### src/verilog/apt_regs.vh
// register map, field positions, reset values and timing counts of the audio port
// What this block does
// - left slot source: 0 left, 1 right
// - right slot source: 0 left, 1 right
// - tdm enable on transmit data line
// - tdm slot choice: slot 0 or 1
// - bit clock invert, master and slave
// - word length 16/20/24/32, reset 24
// - 8-bit samples only through companding controls
// - framing: right, left, i2s, dsp
// - mono only allowed in dsp framing
// - master generates clocks, slave accepts them
// - loopback feeds transmit data into receive
`ifndef APT_REGS_VH
`define APT_REGS_VH
`define APT_ADDR_W 12
`define APT_OFS_TX_FMT 12'h300
`define APT_OFS_PORT_CTRL 12'h304
`define APT_OFS_STATUS 12'h308
`define APT_TX_FMT_RESET 16'h4050
`define APT_PORT_CTRL_RESET 16'h0000
`define APT_BIT_LSRC 15
`define APT_BIT_RSRC 14
`define APT_BIT_TDM 13
`define APT_BIT_SLOT 12
`define APT_BIT_BINV 8
`define APT_WL_HI 6
`define APT_WL_LO 5
`define APT_FMT_HI 4
`define APT_FMT_LO 3
`define APT_BIT_MSTR 14
`define APT_BIT_MONO 8
`define APT_BIT_COMP 2
`define APT_BIT_ALAW 1
`define APT_BIT_LOOP 0
`define APT_FMT_RJ 2'h0
`define APT_FMT_LJ 2'h1
`define APT_FMT_I2S 2'h2
`define APT_FMT_DSP 2'h3
`define APT_RESP_OKAY 2'h0
`define APT_RESP_SLVERR 2'h2
// master bit clock: 80 ns period from a 5 ns reference
`define APT_REF_PERIOD_NS 5
`define APT_MBCLK_PERIOD_NS 80
`define APT_MBCLK_HALF (`APT_MBCLK_PERIOD_NS / (2 * `APT_REF_PERIOD_NS))
`define APT_MASTER_HALF_BITS 32
`endif

### src/verilog/apt_top.v
// transmit framing engine of the first audio serial port with its register slave
//
// Decided for this implementation: the AXI4-Lite register port.
`timescale 1ns/1ps
`default_nettype none
`include "apt_regs.vh"
module apt_top (
    // clock, reset, enable
    input wire REF_CLK,
    input wire RST,
    input wire CE,
    // axi4-lite register bus
    input wire [`APT_ADDR_W-1:0] S_AXI_AWADDR,
    input wire S_AXI_AWVALID,
    output wire S_AXI_AWREADY,
    input wire [31:0] S_AXI_WDATA,
    input wire [3:0] S_AXI_WSTRB,
    input wire S_AXI_WVALID,
    output wire S_AXI_WREADY,
    output wire [1:0] S_AXI_BRESP,
    output wire S_AXI_BVALID,
    input wire S_AXI_BREADY,
    input wire [`APT_ADDR_W-1:0] S_AXI_ARADDR,
    input wire S_AXI_ARVALID,
    output wire S_AXI_ARREADY,
    output wire [31:0] S_AXI_RDATA,
    output wire [1:0] S_AXI_RRESP,
    output wire S_AXI_RVALID,
    input wire S_AXI_RREADY,
    // adc sample side
    input wire [23:0] ADC_LEFT,
    input wire [23:0] ADC_RIGHT,
    output reg ADC_TAKE,
    // received words
    output reg [31:0] RX_LEFT,
    output reg [31:0] RX_RIGHT,
    output reg RX_VALID,
    // serial link pins
    input wire PORT_BIT_CLOCK_I,
    output reg PORT_BIT_CLOCK_O,
    output reg PORT_BIT_CLOCK_OE_N,
    input wire PORT_FRAME_CLOCK_I,
    output reg PORT_FRAME_CLOCK_O,
    output reg PORT_FRAME_CLOCK_OE_N,
    output reg PORT_TX_DATA_O,
    output reg PORT_TX_DATA_OE_N,
    input wire PORT_RX_DATA_I
);
    wire [15:0] tx_fmt;
    wire [15:0] port_ctrl;
    reg [15:0] act_fmt_ff;
    reg [2:0] act_ctrl_ff;
    reg frame_tgl_ff;

    apt_axil u_regs (
        .clk(REF_CLK), .rst(RST), .ce(CE),
        .awaddr(S_AXI_AWADDR), .awvalid(S_AXI_AWVALID), .awready(S_AXI_AWREADY),
        .wdata(S_AXI_WDATA), .wstrb(S_AXI_WSTRB), .wvalid(S_AXI_WVALID),
        .wready(S_AXI_WREADY), .bresp(S_AXI_BRESP), .bvalid(S_AXI_BVALID),
        .bready(S_AXI_BREADY), .araddr(S_AXI_ARADDR), .arvalid(S_AXI_ARVALID),
        .arready(S_AXI_ARREADY), .rdata(S_AXI_RDATA), .rresp(S_AXI_RRESP),
        .rvalid(S_AXI_RVALID), .rready(S_AXI_RREADY),
        .tx_fmt(tx_fmt), .port_ctrl(port_ctrl),
        .status({act_fmt_ff[15:1], frame_tgl_ff})
    );

    // live controls; the rest is taken at frame start
    wire master = port_ctrl[`APT_BIT_MSTR];
    wire loop = port_ctrl[`APT_BIT_LOOP];
    wire binv = tx_fmt[`APT_BIT_BINV];
    wire tdm = tx_fmt[`APT_BIT_TDM];
    wire slot = tx_fmt[`APT_BIT_SLOT];
    wire [1:0] fmt = act_fmt_ff[`APT_FMT_HI:`APT_FMT_LO];
    wire [1:0] new_fmt = tx_fmt[`APT_FMT_HI:`APT_FMT_LO];
    wire dsp = (fmt == `APT_FMT_DSP);
    wire mono = act_ctrl_ff[2] & dsp;
    wire comp = act_ctrl_ff[1];
    wire alaw = act_ctrl_ff[0];

    // 8-bit words exist only through companding
    function [5:0] wl_bits;
        input [1:0] code;
        input c;
        begin
            if (c)
                wl_bits = 6'd8;
            else
                case (code)
                    2'h0: wl_bits = 6'd16;
                    2'h1: wl_bits = 6'd20;
                    2'h2: wl_bits = 6'd24;
                    default: wl_bits = 6'd32;
                endcase
        end
    endfunction

    // period -> {in word, word index, bit in word}
    function [8:0] locate;
        input [8:0] p;
        input [8:0] off;
        input [5:0] wl;
        reg [8:0] r;
        reg [8:0] w;
        begin
            locate = 9'h0;
            w = {3'h0, wl};
            r = p - off;
            if (p >= off) begin
                if (r < w)
                    locate = {3'b100, r[5:0]};
                else if (r < (w << 1))
                    locate = {3'b101, r[5:0] - w[5:0]};
                else if (r < (w << 1) + w)
                    locate = {3'b110, r[5:0] - w[5:0] - w[5:0]};
                else if (r < (w << 2))
                    locate = {3'b111, r[5:0] - w[5:0] - w[5:0] - w[5:0]};
            end
        end
    endfunction

    // g.711 style 8-bit code from the left-aligned sample
    function [7:0] compand;
        input [31:0] smp;
        input a;
        reg sgn;
        reg [15:0] m;
        reg [12:0] mag;
        reg [2:0] ex;
        reg [3:0] mt;
        integer i;
        begin
            sgn = smp[31];
            m = sgn ? ~smp[31:16] : smp[31:16];
            ex = 3'h0;
            if (a) begin
                mag = {1'b0, m[14:3]};
                for (i = 5; i < 12; i = i + 1)
                    if (mag[i]) ex = i[2:0] - 3'h4;
                mt = (ex == 3'h0) ? mag[4:1] : mag[ex +: 4];
                compand = {1'b0, ex, mt} ^ (sgn ? 8'h55 : 8'hd5);
            end else begin
                mag = (m[14:2] > 13'h1fde) ? 13'h1fde : m[14:2];
                mag = mag + 13'h0021;
                for (i = 5; i < 13; i = i + 1)
                    if (mag[i]) ex = i[2:0] - 3'h5;
                mt = mag[({1'b0, ex} + 4'h1) +: 4];
                compand = {1'b0, ex, mt} ^ (sgn ? 8'h7f : 8'hff);
            end
        end
    endfunction

    // pin synchronisers and master clock generator
    reg bs1_ff, bs2_ff, fs1_ff, fs2_ff, rs1_ff, rs2_ff;
    reg [7:0] mdiv_ff;
    reg ib_ff;
    reg [5:0] mbit_ff;
    reg mlrc_ff;
    wire [5:0] mbit_nx = mbit_ff + 6'h1;
    reg eff_prev_ff;
    reg lrc_prev_ff;
    reg [8:0] cnt_ff;
    reg [8:0] half_len_ff;
    reg left_half_ff;
    reg drv_ff;
    reg [23:0] adc_l_ff, adc_r_ff;
    reg [31:0] rx_sh_ff;

    wire eff = master ? ib_ff : (bs2_ff ^ binv);
    wire rise = eff & ~eff_prev_ff;
    wire fall = ~eff & eff_prev_ff;
    wire lrc = master ? mlrc_ff : fs2_ff;
    wire chg = lrc ^ lrc_prev_ff;
    wire half_start = dsp ? (chg & lrc) : chg;
    wire frame_start = (fmt == `APT_FMT_I2S) ? (chg & ~lrc) : (chg & lrc);
    wire [5:0] wl = wl_bits(act_fmt_ff[`APT_WL_HI:`APT_WL_LO], comp);
    wire [8:0] rj_off = (half_len_ff >= {3'h0, wl}) ? half_len_ff - {3'h0, wl} : 9'h0;
    wire [8:0] off = (fmt == `APT_FMT_RJ) ? rj_off :
                     (fmt == `APT_FMT_LJ) ? 9'h0 : 9'h1;
    wire [8:0] loc = locate(cnt_ff, off, wl);
    wire [1:0] wi = loc[7:6];
    wire [5:0] bw = loc[5:0];
    wire chan_r = dsp ? wi[0] : ~left_half_ff;
    wire in_slot = tdm ? (dsp ? (wi[1] == slot) : (wi[0] == slot))
                       : (dsp ? ~wi[1] : (wi == 2'h0));
    wire ours = loc[8] & in_slot & ~(mono & chan_r);
    wire sel_r = chan_r ? act_fmt_ff[`APT_BIT_RSRC] : act_fmt_ff[`APT_BIT_LSRC];
    wire [31:0] lin = {sel_r ? adc_r_ff : adc_l_ff, 8'h0};
    wire [31:0] word = comp ? {compand(lin, alaw), 24'h0} : lin;
    wire [4:0] msb_pos = 5'h1f - bw[4:0];
    wire rx_bit = loop ? PORT_TX_DATA_O : rs2_ff;
    wire [31:0] rx_next = {rx_sh_ff[30:0], rx_bit};
    wire [5:0] rx_pad = 6'd32 - wl;

    always @(posedge REF_CLK or posedge RST) begin
        if (RST) begin
            bs1_ff <= 1'b0;
            bs2_ff <= 1'b0;
            fs1_ff <= 1'b0;
            fs2_ff <= 1'b0;
            rs1_ff <= 1'b0;
            rs2_ff <= 1'b0;
            mdiv_ff <= 8'h0;
            ib_ff <= 1'b0;
            mbit_ff <= 6'h0;
            mlrc_ff <= 1'b0;
            PORT_BIT_CLOCK_O <= 1'b0;
            PORT_BIT_CLOCK_OE_N <= 1'b1;
            PORT_FRAME_CLOCK_O <= 1'b0;
            PORT_FRAME_CLOCK_OE_N <= 1'b1;
        end else if (CE) begin
            bs1_ff <= PORT_BIT_CLOCK_I;
            bs2_ff <= bs1_ff;
            fs1_ff <= PORT_FRAME_CLOCK_I;
            fs2_ff <= fs1_ff;
            rs1_ff <= PORT_RX_DATA_I;
            rs2_ff <= rs1_ff;
            PORT_BIT_CLOCK_OE_N <= ~master;
            PORT_FRAME_CLOCK_OE_N <= ~master;
            PORT_BIT_CLOCK_O <= ib_ff ^ binv;
            PORT_FRAME_CLOCK_O <= mlrc_ff;
            if (mdiv_ff == `APT_MBCLK_HALF - 1) begin
                mdiv_ff <= 8'h0;
                ib_ff <= ~ib_ff;
                // frame clock moves with the falling bit clock, 64 bits a frame
                if (ib_ff) begin
                    mbit_ff <= mbit_nx;
                    case (new_fmt)
                        `APT_FMT_I2S: mlrc_ff <= mbit_nx >= `APT_MASTER_HALF_BITS;
                        `APT_FMT_DSP: mlrc_ff <= mbit_nx == 6'h0;
                        default: mlrc_ff <= mbit_nx < `APT_MASTER_HALF_BITS;
                    endcase
                end
            end else begin
                mdiv_ff <= mdiv_ff + 8'h1;
            end
        end
    end

    always @(posedge REF_CLK or posedge RST) begin
        if (RST) begin
            eff_prev_ff <= 1'b0;
            lrc_prev_ff <= 1'b0;
            cnt_ff <= 9'h0;
            half_len_ff <= 9'h0;
            left_half_ff <= 1'b1;
            drv_ff <= 1'b0;
            act_fmt_ff <= `APT_TX_FMT_RESET;
            act_ctrl_ff <= 3'h0;
            adc_l_ff <= 24'h0;
            adc_r_ff <= 24'h0;
            frame_tgl_ff <= 1'b0;
            ADC_TAKE <= 1'b0;
            PORT_TX_DATA_O <= 1'b0;
            PORT_TX_DATA_OE_N <= 1'b0;
            rx_sh_ff <= 32'h0;
            RX_LEFT <= 32'h0;
            RX_RIGHT <= 32'h0;
            RX_VALID <= 1'b0;
        end else if (CE) begin
            eff_prev_ff <= eff;
            lrc_prev_ff <= lrc;
            ADC_TAKE <= 1'b0;
            RX_VALID <= 1'b0;
            drv_ff <= 1'b0;
            // frame edge wins over a bit clock fall seen in the same cycle
            if (half_start) begin
                cnt_ff <= 9'h0;
                half_len_ff <= cnt_ff + 9'h1;
                left_half_ff <= dsp | ((fmt == `APT_FMT_I2S) ? ~lrc : lrc);
                drv_ff <= 1'b1;
            end else if (fall) begin
                cnt_ff <= (cnt_ff == 9'h1ff) ? cnt_ff : cnt_ff + 9'h1;
                drv_ff <= 1'b1;
            end
            if (frame_start) begin
                act_fmt_ff <= tx_fmt;
                act_ctrl_ff <= {port_ctrl[`APT_BIT_MONO], port_ctrl[`APT_BIT_COMP],
                                port_ctrl[`APT_BIT_ALAW]};
                adc_l_ff <= ADC_LEFT;
                adc_r_ff <= ADC_RIGHT;
                ADC_TAKE <= 1'b1;
                frame_tgl_ff <= ~frame_tgl_ff;
            end
            // drive one cycle after the event so the new frame settings apply
            if (drv_ff) begin
                PORT_TX_DATA_O <= ours & word[msb_pos];
                PORT_TX_DATA_OE_N <= tdm & ~ours;
            end
            if (rise & ours) begin
                rx_sh_ff <= rx_next;
                if (bw == wl - 6'h1) begin
                    RX_VALID <= 1'b1;
                    if (chan_r)
                        RX_RIGHT <= rx_next << rx_pad;
                    else
                        RX_LEFT <= rx_next << rx_pad;
                end
            end
        end
    end
endmodule
`default_nettype wire

### src/verilog/apt_axil.v
// axi4-lite slave holding the audio port control registers
`timescale 1ns/1ps
`default_nettype none
`include "apt_regs.vh"
module apt_axil (
    // clock and reset
    input wire clk,
    input wire rst,
    input wire ce,
    // write channels
    input wire [`APT_ADDR_W-1:0] awaddr,
    input wire awvalid,
    output reg awready,
    input wire [31:0] wdata,
    input wire [3:0] wstrb,
    input wire wvalid,
    output reg wready,
    output reg [1:0] bresp,
    output reg bvalid,
    input wire bready,
    // read channels
    input wire [`APT_ADDR_W-1:0] araddr,
    input wire arvalid,
    output reg arready,
    output reg [31:0] rdata,
    output reg [1:0] rresp,
    output reg rvalid,
    input wire rready,
    // register contents
    output reg [15:0] tx_fmt,
    output reg [15:0] port_ctrl,
    input wire [15:0] status
);
    reg aw_got_ff;
    reg w_got_ff;
    reg [`APT_ADDR_W-1:0] aw_addr_ff;
    reg [31:0] w_data_ff;
    reg [3:0] w_strb_ff;

    // byte lanes 0 and 1 only; upper lanes hold no bits
    function [15:0] merge;
        input [15:0] old;
        input [31:0] d;
        input [3:0] s;
        begin
            merge = {s[1] ? d[15:8] : old[15:8], s[0] ? d[7:0] : old[7:0]};
        end
    endfunction

    always @(posedge clk or posedge rst) begin
        if (rst) begin
            awready <= 1'b0;
            wready <= 1'b0;
            arready <= 1'b0;
            bvalid <= 1'b0;
            bresp <= `APT_RESP_OKAY;
            rvalid <= 1'b0;
            rresp <= `APT_RESP_OKAY;
            rdata <= 32'h0;
            aw_got_ff <= 1'b0;
            w_got_ff <= 1'b0;
            aw_addr_ff <= {`APT_ADDR_W{1'b0}};
            w_data_ff <= 32'h0;
            w_strb_ff <= 4'h0;
            tx_fmt <= `APT_TX_FMT_RESET;
            port_ctrl <= `APT_PORT_CTRL_RESET;
        end else if (ce) begin
            // one-cycle ready pulses keep the ready outputs registered
            awready <= awvalid & ~awready & ~aw_got_ff & ~bvalid;
            wready <= wvalid & ~wready & ~w_got_ff & ~bvalid;
            if (awvalid & awready) begin
                aw_got_ff <= 1'b1;
                aw_addr_ff <= awaddr;
            end
            if (wvalid & wready) begin
                w_got_ff <= 1'b1;
                w_data_ff <= wdata;
                w_strb_ff <= wstrb;
            end
            if (aw_got_ff & w_got_ff & ~bvalid) begin
                aw_got_ff <= 1'b0;
                w_got_ff <= 1'b0;
                bvalid <= 1'b1;
                bresp <= `APT_RESP_OKAY;
                case (aw_addr_ff)
                    `APT_OFS_TX_FMT: tx_fmt <= merge(tx_fmt, w_data_ff, w_strb_ff);
                    `APT_OFS_PORT_CTRL: port_ctrl <= merge(port_ctrl, w_data_ff, w_strb_ff);
                    `APT_OFS_STATUS: bresp <= `APT_RESP_OKAY;
                    default: bresp <= `APT_RESP_SLVERR;
                endcase
            end else if (bvalid & bready) begin
                bvalid <= 1'b0;
            end
            arready <= arvalid & ~arready & ~rvalid;
            if (arvalid & arready) begin
                rvalid <= 1'b1;
                rresp <= `APT_RESP_OKAY;
                case (araddr)
                    `APT_OFS_TX_FMT: rdata <= {16'h0, tx_fmt};
                    `APT_OFS_PORT_CTRL: rdata <= {16'h0, port_ctrl};
                    `APT_OFS_STATUS: rdata <= {16'h0, status};
                    default: begin
                        rdata <= 32'h0;
                        rresp <= `APT_RESP_SLVERR;
                    end
                endcase
            end else if (rvalid & rready) begin
                rvalid <= 1'b0;
            end
        end
    end
endmodule
`default_nettype wire

### config.mk
export PLATFORM = sky130hd
export DESIGN_NAME = apt_top
export DESIGN_NICKNAME = d
export VERILOG_FILES = /design/src/verilog/apt_top.v /design/src/verilog/apt_axil.v
export VERILOG_INCLUDE_DIRS = /design/src /design/src/verilog
export SDC_FILE = /design/constraint.sdc
export NUM_CORES = 1
export LEC_CHECK = 0
export ABC_CLOCK_PERIOD_IN_PS = 13100
export BUFFER_PORTS_ARGS = -buffer_cell sky130_fd_sc_hd__clkbuf_2
export CAP_MARGIN = 5
export CORE_ASPECT_RATIO = 1.4
export CORE_MARGIN = 4
export CORE_UTILIZATION = 59
export CTS_BUF_LIST = sky130_fd_sc_hd__clkbuf_16
export DETAILED_ROUTE_END_ITERATION = 16
export GPL_ROUTABILITY_DRIVEN = 0
export PLACE_DENSITY = 0.81
export SLEW_MARGIN = 20
export SYNTH_ARGS = -nofsm -noshare
export SYNTH_HDL_FRONTEND = slang
export SYNTH_HIERARCHICAL = 1
export SYNTH_SLANG_ARGS = --single-unit
### constraint.sdc
create_clock -name REF_CLK -period 13.1 [get_ports REF_CLK]
set_clock_uncertainty 0.15 [all_clocks]
set_input_delay 1.965 -clock REF_CLK [delete_from_list [all_inputs] [get_ports REF_CLK]]
set_output_delay 1.965 -clock REF_CLK [all_outputs]
set_load 0.05 [all_outputs]
==> results of run 1 <==
==> where the power goes <==
group	total (mW)	leakage, nW	internal (mW)	switching (mW)
combinational	1.89	5.07	0.794	1.10
sequential	1.31	3.92	1.10	0.211
clock	0.868	0.490	0.503	0.365
total	4.07	9.48	2.39	1.68
==> registers in the layout (all words and copies together) (netlist names), 15 cells and up <==
| name | count |
|---|---|
| RX_LEFT | 32 |
| RX_RIGHT | 32 |
| act_fmt_ff | 15 |
| adc_l_ff | 24 |
| adc_r_ff | 24 |
| rx_sh_ff | 31 |
| u_regs/port_ctrl | 16 |
| u_regs/rdata | 16 |
| u_regs/tx_fmt | 16 |
| u_regs/w_data_ff | 16 |
==> layout by cell type, fill, tap and decap left out, types with 9 or more instances in the layout <==
cell type / Yosys / routed
sky130_fd_sc_hd__dfrtp_1: 292 / 292
sky130_fd_sc_hd__mux2_2: 214 / 214
sky130_fd_sc_hd__clkbuf_2: 0 / 195
sky130_fd_sc_hd__nand2_1: 177 / 177
sky130_fd_sc_hd__nor2_1: 122 / 121
sky130_fd_sc_hd__o21ai_0: 115 / 115
sky130_fd_sc_hd__mux2i_1: 76 / 76
sky130_fd_sc_hd__a21oi_1: 65 / 65
sky130_fd_sc_hd__xnor2_1: 51 / 51
sky130_fd_sc_hd__inv_1: 46 / 47
sky130_fd_sc_hd__ha_1: 47 / 47
sky130_fd_sc_hd__nand3_1: 34 / 34
sky130_fd_sc_hd__xor2_1: 34 / 34
sky130_fd_sc_hd__clkbuf_16: 0 / 29
sky130_fd_sc_hd__nor3_1: 26 / 26
sky130_fd_sc_hd__and3_1: 22 / 22
sky130_fd_sc_hd__conb_1: 1 / 18
sky130_fd_sc_hd__a22o_1: 16 / 16
sky130_fd_sc_hd__nand2b_1: 15 / 15
sky130_fd_sc_hd__a31oi_1: 14 / 14
sky130_fd_sc_hd__and2_1: 12 / 12
sky130_fd_sc_hd__o211ai_1: 12 / 12
sky130_fd_sc_hd__buf_4: 20 / 12
sky130_fd_sc_hd__nor2b_1: 13 / 11
sky130_fd_sc_hd__mux2_1: 11 / 11
sky130_fd_sc_hd__nand4_1: 10 / 10
sky130_fd_sc_hd__a211oi_1: 10 / 10
sky130_fd_sc_hd__mux4_2: 9 / 9
==> per-layer routing <==
| metal | part of all wire (%) | vias to the layer above | track usage, % |
|---|---|---|---|
| met3 | 7.5 | 127 | 4.946 |
| li1 | - | 6473 | - |
| met2 | 50 | 527 | 45.10 |
| met1 | 38 | 6804 | 30.91 |
| met5 | 0 | - | 0 |
| met4 | 4.2 | 0 | 10.27 |
==> worst register-to-register path: cells and delay by family, from the launching register on <==
family,cells,cell delay (ps)
flip-flops,1,720
XOR/XNOR,1,410
adder cells (fa/ha/maj),4,1260
AND/OR/NAND/NOR,12,2900
multiplexers,3,970
AO/OA/AOI/OAI,15,4360
==> final timing paths <==
check	startpoint	endpoint	slack, ps	cells past startpoint
worst max-delay path	act_ctrl_ff[1]$_DFFE_PP0P_	PORT_TX_DATA_O$_DFFE_PP0P_	2220	35
min in group asynchronous	RST	adc_r_ff[10]$_DFFE_PP0P_	1390	2
worst min-delay path	frame_tgl_ff$_DFFE_PP0P_	frame_tgl_ff$_DFFE_PP0P_	330	1
max in group asynchronous	RST	rs2_ff$_DFFE_PP0P_	10060	3
worst min register to register	frame_tgl_ff$_DFFE_PP0P_	frame_tgl_ff$_DFFE_PP0P_	330	1
worst max register to register	act_ctrl_ff[1]$_DFFE_PP0P_	PORT_TX_DATA_O$_DFFE_PP0P_	2220	35
==> stage by stage <==
step	std cells	hold WS (ps)	power, mW	setup WS [ps]	cell area [um^2]
floorplan	1739	291.5	2.746	4040	17870
global placement	2232	306.1	3.094	2737	18950
detailed placement	2232	313.7	3.163	2494	18950
CTS	2284	328.0	4.048	2466	19940
global route	2284	359.3	4.298	1494	19940
finish	2284	329.1	4.070	2219	19940
==> logic make-up (layout without fill, tap and decap cells) <==
group / Yosys count / count (layout)
compound gates: 343 / 343
xor+xnor: 87 / 87
fa+ha+maj: 50 / 50
buf+inv: 151 / 311
flops: 300 / 300
mux: 314 / 314
other cells: 1 / 18
simple gates: 476 / 476
==> cell type report <==
| cell class | count | area (um^2) |
|---|---|---|
| Clock buffer | 29 | 725.7 |
| Clock inverter | 23 | 256.5 |
| Fill cell | 2271 | 9897 |
| Inverter | 51 | 205.2 |
| Multi-Input combinational cell | 1288 | 9681 |
| Sequential cell | 300 | 7517 |
| Tap cell | 385 | 481.7 |
| Timing Repair Buffer | 208 | 1077 |
==> results.md, run 1 <==
| Item | Reported |
|---|---|
| Global-route wire length before repair | 69.94 mm |
| Starting density of the core | 59.68% |
| Synthesized-area fraction occupied by ao, oa, aoi and oai cells | 13.00% |
| Area growth from synthesis to final layout | 11.99% |
| Total inserted antenna cells | 0 |
| Total die area | 33,070 um^2 |
| Max Freq | 0.09190 GHz |
| Num CTS Buffers | 28 |
| Cell with the biggest individual delay on the critical path | sky130_fd_sc_hd__dfrtp_1 |
| Leak | 9.479 nW |
| Die width | 154.8 um |
| Slew at the pin with the worst max-slew slack | 1049 ps |
| Share of the core filled with cells in the final layout | 66.83% |
| Quantity of gates resized following cts | 0 |
| Class of the tightest hold or removal check | register to register |
| Share of the synthesized area in the top cell type | 41.03% |
| Distinct cells, synth | 105 |
| Clock latency reported for the late side of the worst-skew pair | 560 ps |
| Post-CTS clock slew at the launch and capture registers of the worst setup and hold paths | 80 ps |
| Cell chosen for the clock root | sky130_fd_sc_hd__clkbuf_16 |
| Height of the chip | 213.6 um |
| Total wire length | 43.63 mm |
| Violation count after the first detailed-routing iteration | 842 |
| Largest net degree at the start of global routing | 148 |
| Number of nets with antenna violations after routing | 0 |
| Share of layout cells above drive strength 1 | 28.54% |
| Arithmetic-cell share of the synthesized area counting full adders, half adders and majority gates | 3.534% |
| Number of setup violations in the final report | 0 |
| Setup TNS | 0 ps |
| Net count of the finished layout | 2,044 |
| Final clock period utilization by the worst path | 83.06% |
| Buffers and inverters on the worst path | 0 |
| IO Pins | 232 |
| Average wire per standard cell | 19.10 um |
| IO Port Bufs | 195 |
| Cell type group with the largest total delay on the critical path | compound AO/OA/AOI/OAI gates |
| Routed vias/inst | 6.099 |
| Clock period minus final worst setup slack | 10,880 ps |
| Data arrival, critical path | 11,180 ps |
| Largest vdd supply drop | 0.1443 mV |
| Core Region | 29,840 um^2 |
| Overall via count from detail_route | 13.93k |
| Outcome | finished clean |
| Average instance area after synthesis | 10.34 um^2 |
| Required time at the worst-slack endpoint | 13,390 ps |
| List of most frequent post-synthesis cells | 292 x sky130_fd_sc_hd__dfrtp_1, 214 x sky130_fd_sc_hd__mux2_2, 177 x sky130_fd_sc_hd__nand2_1 |
| Power per Cell Area | 204.1 nW/um^2 |
| Biggest cell delay along the critical path | 720 ps |
| Buffer count from post-CTS setup fixing | 0 |
| WS Path Type | register to register |
| Total of hold buffers inserted after clock tree synthesis | 0 |
| Unrepaired setup endpoints after global routing | false |
| Mux contribution to synthesized area | 20.05% |
| Number of warning messages in the yosys log | 6 |
| H-tree Lvls | 1 |
| DRC violation count after routing | 0 |
| Endpoints failing hold | 0 |
| GRT Util Overall | 25.54% |
| Final Max Tran Viols | 0 |
| # rows | 75 |
| Most frequently used cell type in the post-synthesis netlist | sky130_fd_sc_hd__dfrtp_1 |
| Share of synthesized cell area in and, or, nand and nor gates | 12.87% |
| Worst slew margin | 29.87% |
| Synth Area in XOR/XNOR | 4.426% |
| DPL Wire Length | 31.69 mm |
| Kind of end point of the critical path | register |
| Async set-or-reset flop fraction in the synthesized netlist | 100.0% |
| Grt ovf | 0 |
| Setup crit start kind | register |
| Max-cap violation count | 0 |
| Share of synthesized area occupied by flip-flops and latches | 42.21% |
| Clock sink count | 300 |
| Synthesized netlist cell count | 1,722 |
| Maximum fanout along the worst path | 31 |
| Number of storage elements in the synthesis netlist | 300 |
| Area contributors post-synth | sky130_fd_sc_hd__dfrtp_1 41%, sky130_fd_sc_hd__mux2_2 14%, sky130_fd_sc_hd__mux2i_1 4.3% |
| Number of buffers between clock root and the deepest sink | 3 |
| Antenna violations before repair | 0 |
| Cell accounting for the most synthesized area | sky130_fd_sc_hd__dfrtp_1 |
| Largest family of logic cells by synthesized area | multiplexers |
| Number of global-route vias before repair | 13.88k |
| CTS tree | built |
| Ys flop type | sky130_fd_sc_hd__dfrtp_1 |
| Post-synth design cell area | 17,810 um^2 |
| Initial DRT Pass Iterations | 10 |
| Number of enable-type register cells in the synthesized netlist | 0 |
No activity file was read; power rests on OpenSTA's default activity.
==> run 2, diff against run 1 <==
- ABC_CLOCK_PERIOD_IN_PS: 13100 -> 10400
- clock period: 13.1 -> 10.4 ns (I/O delays scaled with it)
==> results.md, run 2 (synthesis results as in run 1) <==
| Item | Reported | Change |
|---|---|---|
| Average wire per standard cell | 19.18 um | was 19.10 um |
| Clock period minus final worst setup slack | 9840 ps | was 10,880 ps |
| Power per Cell Area | 251.6 nW/um^2 | was 204.1 nW/um^2 |
| Worst flop-to-flop path startpoint | act_ctrl_ff[1]$_DFFE_PP0P_ | unchanged |
| Clock latency reported for the late side of the worst-skew pair | 580 ps | was 560 ps |
| Maximum fanout along the worst path | 16 | was 31 |
| Capturing instance or port of the critical path | PORT_TX_DATA_O$_DFFE_PP0P_ | unchanged |
| Largest net degree at the start of global routing | 91 | was 148 |
| H-tree Lvls | 1 | unchanged |
| Max-cap violation count | 0 | unchanged |
| Die width | 154.8 um | unchanged |
| Initial DRT Pass Iterations | 6 | was 10 |
| Worst setup slack after layout | 559.6 ps | was 2219 ps |
| Antenna violations before repair | 0 | unchanged |
| Setup crit start kind | register | unchanged |
| Most frequent cells in the layout | 292 x sky130_fd_sc_hd__dfrtp_1, 214 x sky130_fd_sc_hd__mux2_2, 195 x sky130_fd_sc_hd__clkbuf_2, 177 x sky130_fd_sc_hd__nand2_1, 120 x sky130_fd_sc_hd__nor2_1 | was 292 x sky130_fd_sc_hd__dfrtp_1, 214 x sky130_fd_sc_hd__mux2_2, 195 x sky130_fd_sc_hd__clkbuf_2, 177 x sky130_fd_sc_hd__nand2_1, 121 x sky130_fd_sc_hd__nor2_1 |
| Slew at the pin with the worst max-slew slack | 1041 ps | was 1049 ps |
| Data arrival, critical path | 10,130 ps | was 11,180 ps |
| Number of buffers between clock root and the deepest sink | 3 | unchanged |
| Share of the core filled with cells in the final layout | 66.56% | was 66.83% |
| Share of layout cells above drive strength 1 | 28.56% | was 28.54% |
| Number of global-route vias before repair | 13.87k | was 13.88k |
| DRC violation count after routing | 0 | unchanged |
| Commonest non-fill, non-tap cell in the layout | sky130_fd_sc_hd__dfrtp_1 | unchanged |
| Total inserted antenna cells | 0 | unchanged |
| Grt ovf | 0 | unchanged |
| Overall via count from detail_route | 13.92k | was 13.93k |
| Total of hold buffers inserted after clock tree synthesis | 0 | unchanged |
| Met3 GRT Util | 4.502% | was 4.946% |
| Grt met1 use | 31.15% | was 30.91% |
| Clock sink count | 300 | unchanged |
| WS Path Type | register to register | unchanged |
| Kind of end point of the critical path | register | unchanged |
| Global-route wire length before repair | 70.25 mm | was 69.94 mm |
| Post-route non-filler standard cell count | 2,290 | was 2,284 |
| Leak | 9.447 nW | was 9.479 nW |
| Cell total after placement | 2,236 | was 2,232 |
| Launch instance of the worst min-delay path | RX_LEFT[31]$_DFFE_PP0P_ | was frame_tgl_ff$_DFFE_PP0P_ |
| Class of the tightest hold or removal check | register to register | unchanged |
| Routed vias/inst | 6.079 | was 6.099 |
| Buffer count from post-CTS setup fixing | 0 | unchanged |
| Area of all placed cells without fillers | 19,860 um^2 | was 19,940 um^2 |
| IO Port Bufs | 195 | unchanged |
| Area growth from synthesis to final layout | 11.53% | was 11.99% |
| DPL Wire Length | 32.36 mm | was 31.69 mm |
| Number of nets with antenna violations after routing | 0 | unchanged |
| Height of the chip | 213.6 um | unchanged |
| Post-CTS clock slew at the launch and capture registers of the worst setup and hold paths | 70 ps | was 80 ps |
| Largest vdd supply drop | 0.1711 mV | was 0.1443 mV |
| Max Freq | 0.1016 GHz | was 0.09190 GHz |
| Outcome | finished clean | unchanged |
| Final clock period utilization by the worst path | 94.62% | was 83.06% |
| Number of filler cells placed in the layout | 2,272 | was 2,271 |
| Setup slack after placement | 344.7 ps | was 2494 ps |
| Worst slew margin | 30.40% | was 29.87% |
| Net count of the finished layout | 2,049 | was 2,044 |
| Post-route total power | 4.997 mW | was 4.070 mW |
| Final Max Tran Viols | 0 | unchanged |
| Cell with the biggest individual delay on the critical path | sky130_fd_sc_hd__dfrtp_1 | unchanged |
| Gr busiest metal | met2 | unchanged |
| Minimum setup slack among reg-to-reg paths | 560 ps | was 2220 ps |
| IO Pins | 232 | unchanged |
| Registers with the most flip-flops | RX_LEFT: 32 flops, RX_RIGHT: 32 flops, rx_sh_ff: 31 flops | unchanged |
| Total wire length | 43.92 mm | was 43.63 mm |
| Placement Cell Area | 18,980 um^2 | was 18,950 um^2 |
| Biggest cell delay along the critical path | 500 ps | was 720 ps |
| Starting density of the core | 59.68% | unchanged |
| Met2 track demand over resource | 45.66% | was 45.10% |
| CTS tree | built | unchanged |
| Required time at the worst-slack endpoint | 10,690 ps | was 13,390 ps |
| Number of setup violations in the final report | 0 | unchanged |
| Violation count after the first detailed-routing iteration | 896 | was 842 |
| Num CTS Buffers | 29 | was 28 |
| Core Region | 29,840 um^2 | unchanged |
| Launch point of the worst path | act_ctrl_ff[1]$_DFFE_PP0P_ | unchanged |
| Cell chosen for the clock root | sky130_fd_sc_hd__clkbuf_16 | unchanged |
| GRT Util Overall | 25.76% | was 25.54% |
| Total die area | 33,070 um^2 | unchanged |
| Endpoints failing hold | 0 | unchanged |
| Reg-to-reg critical path endpoint | PORT_TX_DATA_O$_DFFE_PP0P_ | unchanged |
| Unrepaired setup endpoints after global routing | false | unchanged |
| Setup TNS | 0 ps | unchanged |
| Worst r2r path cells | 35 | unchanged |
| Final-layout worst hold slack | 332.9 ps | was 329.1 ps |
| # rows | 75 | unchanged |
run 2: final cells by class:
class,count,area [um^2],area share [%]
Timing Repair Buffer,212,1107,5.575
Inverter,51,200.2,1.008
Multi-Input combinational cell,1288,9689,48.78
Sequential cell,300,7517,37.85
Tap cell,385,481.7,2.425
Clock inverter,25,140.1,0.7056
Clock buffer,29,725.7,3.654
run 2: power breakdown:
| part | internal [mW] | switching (mW) | total [mW] | leakage, nW |
|---|---|---|---|---|
| clock | 0.511 | 0.456 | 0.967 | 0.435 |
| combinational | 1.00 | 1.38 | 2.38 | 5.09 |
| sequential | 1.38 | 0.263 | 1.65 | 3.92 |
| total | 2.89 | 2.10 | 5.00 | 9.45 |
run 2: worst min-delay path by stage:
stage	to	slack (ps)	cells past startpoint
6_report	RX_LEFT[31]$_DFFE_PP0P_	330	2
5_1_grt	RX_LEFT[31]$_DFFE_PP0P_	350	2
4_1_cts	RX_LEFT[28]$_DFFE_PP0P_	340	2
3_5_place_dp	RX_LEFT[28]$_DFFE_PP0P_	320	2
3_3_place_gp	frame_tgl_ff$_DFFE_PP0P_	310	1
2_1_floorplan	frame_tgl_ff$_DFFE_PP0P_	290	1
run 2: timing repair:
item | 4_1_cts | 5_1_grt
endpoints found under the setup margin | 0 | 1
endpoints found under the hold margin | 0 | 0
resized for setup | 0 | 3
run 2: worst max-delay path: cells and delay by family, from the launching register on:
family	cells	cell delay (ps)
AO/OA/AOI/OAI	18	4470
XOR/XNOR	1	420
adder cells (fa/ha/maj)	4	1260
flip-flops	1	500
multiplexers	3	1090
AND/OR/NAND/NOR	9	1810
run 2: metal layers:
layer	wire length, um	vias up
met4	1913	0
met3	2872	127
met2	22200	507
met1	16940	6802
li1	-	6484
met5	0	-
==> run 3, diff against run 2 <==
- CORE_MARGIN: 4 -> 3
- GPL_TIMING_DRIVEN: default -> 0
==> results.md, run 3 (synthesis results as in run 1) <==
| Item | Reported | Change |
|---|---|---|
| Reg-to-reg critical path endpoint | PORT_TX_DATA_O$_DFFE_PP0P_ | unchanged |
| Leak | 9.761 nW | was 9.447 nW |
| Class of the tightest hold or removal check | register to register | unchanged |
| Clock period minus final worst setup slack | 9979 ps | was 9840 ps |
| Share of the core filled with cells in the final layout | 69.67% | was 66.56% |
| Setup crit start kind | register | unchanged |
| Share of layout cells above drive strength 1 | 29.26% | was 28.56% |
| Grt ovf | 0 | unchanged |
| Initial DRT Pass Iterations | 5 | was 6 |
| Unrepaired setup endpoints after global routing | false | unchanged |
| H-tree Lvls | 1 | unchanged |
| Minimum setup slack among reg-to-reg paths | 420 ps | was 560 ps |
| IO Pins | 232 | unchanged |
| Commonest non-fill, non-tap cell in the layout | sky130_fd_sc_hd__dfrtp_1 | unchanged |
| Clock sink count | 300 | unchanged |
| Area of all placed cells without fillers | 20,510 um^2 | was 19,860 um^2 |
| Area growth from synthesis to final layout | 15.18% | was 11.53% |
| Number of buffers between clock root and the deepest sink | 3 | unchanged |
| DRC violation count after routing | 0 | unchanged |
| Total die area | 32,330 um^2 | was 33,070 um^2 |
| Largest vdd supply drop | 0.1802 mV | was 0.1711 mV |
| Placement Cell Area | 19,410 um^2 | was 18,980 um^2 |
| # rows | 74 | was 75 |
| Endpoints failing hold | 0 | unchanged |
| Total of hold buffers inserted after clock tree synthesis | 0 | unchanged |
| Die width | 152.8 um | was 154.8 um |
| Final clock period utilization by the worst path | 95.95% | was 94.62% |
| Capturing instance or port of the critical path | PORT_TX_DATA_O$_DFFE_PP0P_ | unchanged |
| Violation count after the first detailed-routing iteration | 1,027 | was 896 |
| Antenna violations before repair | 0 | unchanged |
| Required time at the worst-slack endpoint | 10,680 ps | was 10,690 ps |
| Total wire length | 47.07 mm | was 43.92 mm |
| Core Region | 29,440 um^2 | was 29,840 um^2 |
| Outcome | finished clean | unchanged |
| Power per Cell Area | 254.9 nW/um^2 | was 251.6 nW/um^2 |
| Total inserted antenna cells | 0 | unchanged |
| Starting density of the core | 60.48% | was 59.68% |
| Number of global-route vias before repair | 14.86k | was 13.87k |
| Most frequent cells in the layout | 292 x sky130_fd_sc_hd__dfrtp_1, 214 x sky130_fd_sc_hd__mux2_2, 195 x sky130_fd_sc_hd__clkbuf_2, 177 x sky130_fd_sc_hd__nand2_1, 121 x sky130_fd_sc_hd__nor2_1 | was 292 x sky130_fd_sc_hd__dfrtp_1, 214 x sky130_fd_sc_hd__mux2_2, 195 x sky130_fd_sc_hd__clkbuf_2, 177 x sky130_fd_sc_hd__nand2_1, 120 x sky130_fd_sc_hd__nor2_1 |
| DPL Wire Length | 35.33 mm | was 32.36 mm |
| CTS tree | built | unchanged |
| Number of nets with antenna violations after routing | 0 | unchanged |
| IO Port Bufs | 194 | was 195 |
| Height of the chip | 211.6 um | was 213.6 um |
| WS Path Type | register to register | unchanged |
| Overall via count from detail_route | 14.57k | was 13.92k |
| Net count of the finished layout | 2,139 | was 2,049 |
| Maximum fanout along the worst path | 10 | was 16 |
| Post-route total power | 5.228 mW | was 4.997 mW |
| Max-cap violation count | 0 | unchanged |
| Max Freq | 0.1002 GHz | was 0.1016 GHz |
| Worst slew margin | 36.25% | was 30.40% |
| Number of setup violations in the final report | 0 | unchanged |
| Setup slack after placement | -587.8 ps | was 344.7 ps |
| Num CTS Buffers | 30 | was 29 |
| Average wire per standard cell | 19.81 um | was 19.18 um |
| Data arrival, critical path | 10,260 ps | was 10,130 ps |
| Post-CTS clock slew at the launch and capture registers of the worst setup and hold paths | 60 ps | was 70 ps |
| Number of filler cells placed in the layout | 2,206 | was 2,272 |
| Cell with the biggest individual delay on the critical path | sky130_fd_sc_hd__dfrtp_1 | unchanged |
| Clock latency reported for the late side of the worst-skew pair | 570 ps | was 580 ps |
| Slew at the pin with the worst max-slew slack | 932.2 ps | was 1041 ps |
| Registers with the most flip-flops | RX_LEFT: 32 flops, RX_RIGHT: 32 flops, rx_sh_ff: 31 flops | unchanged |
| Worst r2r path cells | 38 | was 35 |
| Worst flop-to-flop path startpoint | act_fmt_ff[5]$_DFFE_PP0P_ | was act_ctrl_ff[1]$_DFFE_PP0P_ |
| Global-route wire length before repair | 76.37 mm | was 70.25 mm |
| GRT Util Overall | 28.43% | was 25.76% |
| Worst setup slack after layout | 421.0 ps | was 559.6 ps |
| Routed vias/inst | 6.132 | was 6.079 |
| Largest net degree at the start of global routing | 110 | was 91 |
| Final-layout worst hold slack | 322.6 ps | was 332.9 ps |
| Cell chosen for the clock root | sky130_fd_sc_hd__clkbuf_16 | unchanged |
| Kind of end point of the critical path | register | unchanged |
| Most repeated library cell on the critical path | sky130_fd_sc_hd__a211oi_2 |  |
| Launch point of the worst path | act_fmt_ff[5]$_DFFE_PP0P_ | was act_ctrl_ff[1]$_DFFE_PP0P_ |
| Biggest cell delay along the critical path | 510 ps | was 500 ps |
| Final Max Tran Viols | 0 | unchanged |
[run 3: timing repair]
action                     4_1_cts  5_1_grt
resized for setup                5       15
setup endpoints to repair        1        1
buffers inserted                 0        5
pin swaps                        0        2
[run 3: where the power goes]
group	leakage, nW	switching (mW)	internal (mW)
Sequential	3.92	0.219	1.38
Clock	0.497	0.473	0.596
Combinational	5.34	1.49	1.06
[run 3: worst min-delay path by stage]
| stage | start | endpoint | cells past startpoint |
|---|---|---|---|
| final | frame_tgl_ff$_DFFE_PP0P_ | frame_tgl_ff$_DFFE_PP0P_ | 1 |
| after global routing | frame_tgl_ff$_DFFE_PP0P_ | frame_tgl_ff$_DFFE_PP0P_ | 1 |
| after CTS | frame_tgl_ff$_DFFE_PP0P_ | frame_tgl_ff$_DFFE_PP0P_ | 1 |
| after detailed placement | frame_tgl_ff$_DFFE_PP0P_ | frame_tgl_ff$_DFFE_PP0P_ | 1 |
| after global placement | frame_tgl_ff$_DFFE_PP0P_ | frame_tgl_ff$_DFFE_PP0P_ | 1 |
| after floorplan | frame_tgl_ff$_DFFE_PP0P_ | frame_tgl_ff$_DFFE_PP0P_ | 1 |
[run 3: area by class of cell]
cell class | instances | area [um^2] | share of cell area [%]
Sequential cell | 300 | 7517 | 36.65
Clock inverter | 25 | 195.2 | 0.9516
Multi-Input combinational cell | 1288 | 9756 | 47.56
Timing Repair Buffer | 202 | 1091 | 5.319
Buffer | 99 | 500.5 | 2.440
Inverter | 51 | 201.4 | 0.9821
Tap cell | 380 | 475.5 | 2.318
Clock buffer | 31 | 775.7 | 3.782
[run 3: per-layer routing]
layer / routed length [um] / global-route usage [%] / part of all wire, % / up-vias
met5: 0 / 0 / 0 / -
met4: 2338 / 13.83 / 5.0 / 0
met2: 24110 / 51.18 / 51 / 632
met3: 3391 / 5.072 / 7.2 / 150
li1: - / - / - / 6659
met1: 17230 / 32.76 / 37 / 7129
[run 3: worst max-delay path: cells and delay by family (launching register included)]
family / cells / cell delay [ps]
xor gates and xnor gates: 2 / 500
DFF: 1 / 510
AOI/OAI and AO/OA: 19 / 4830
and+or+nand+nor: 7 / 1490
adders and majority gates: 4 / 1230
muxes: 2 / 260
buffers and inverters: 4 / 880
[run 3: metrics by stage]
step | TNS [ps] | std cells
5_1_grt | 0 | 2376
2_1_floorplan | 0 | 1739
3_3_place_gp | -345.4 | 2313
3_5_place_dp | -587.8 | 2316
6_report | 0 | 2376
4_1_cts | 0 | 2372
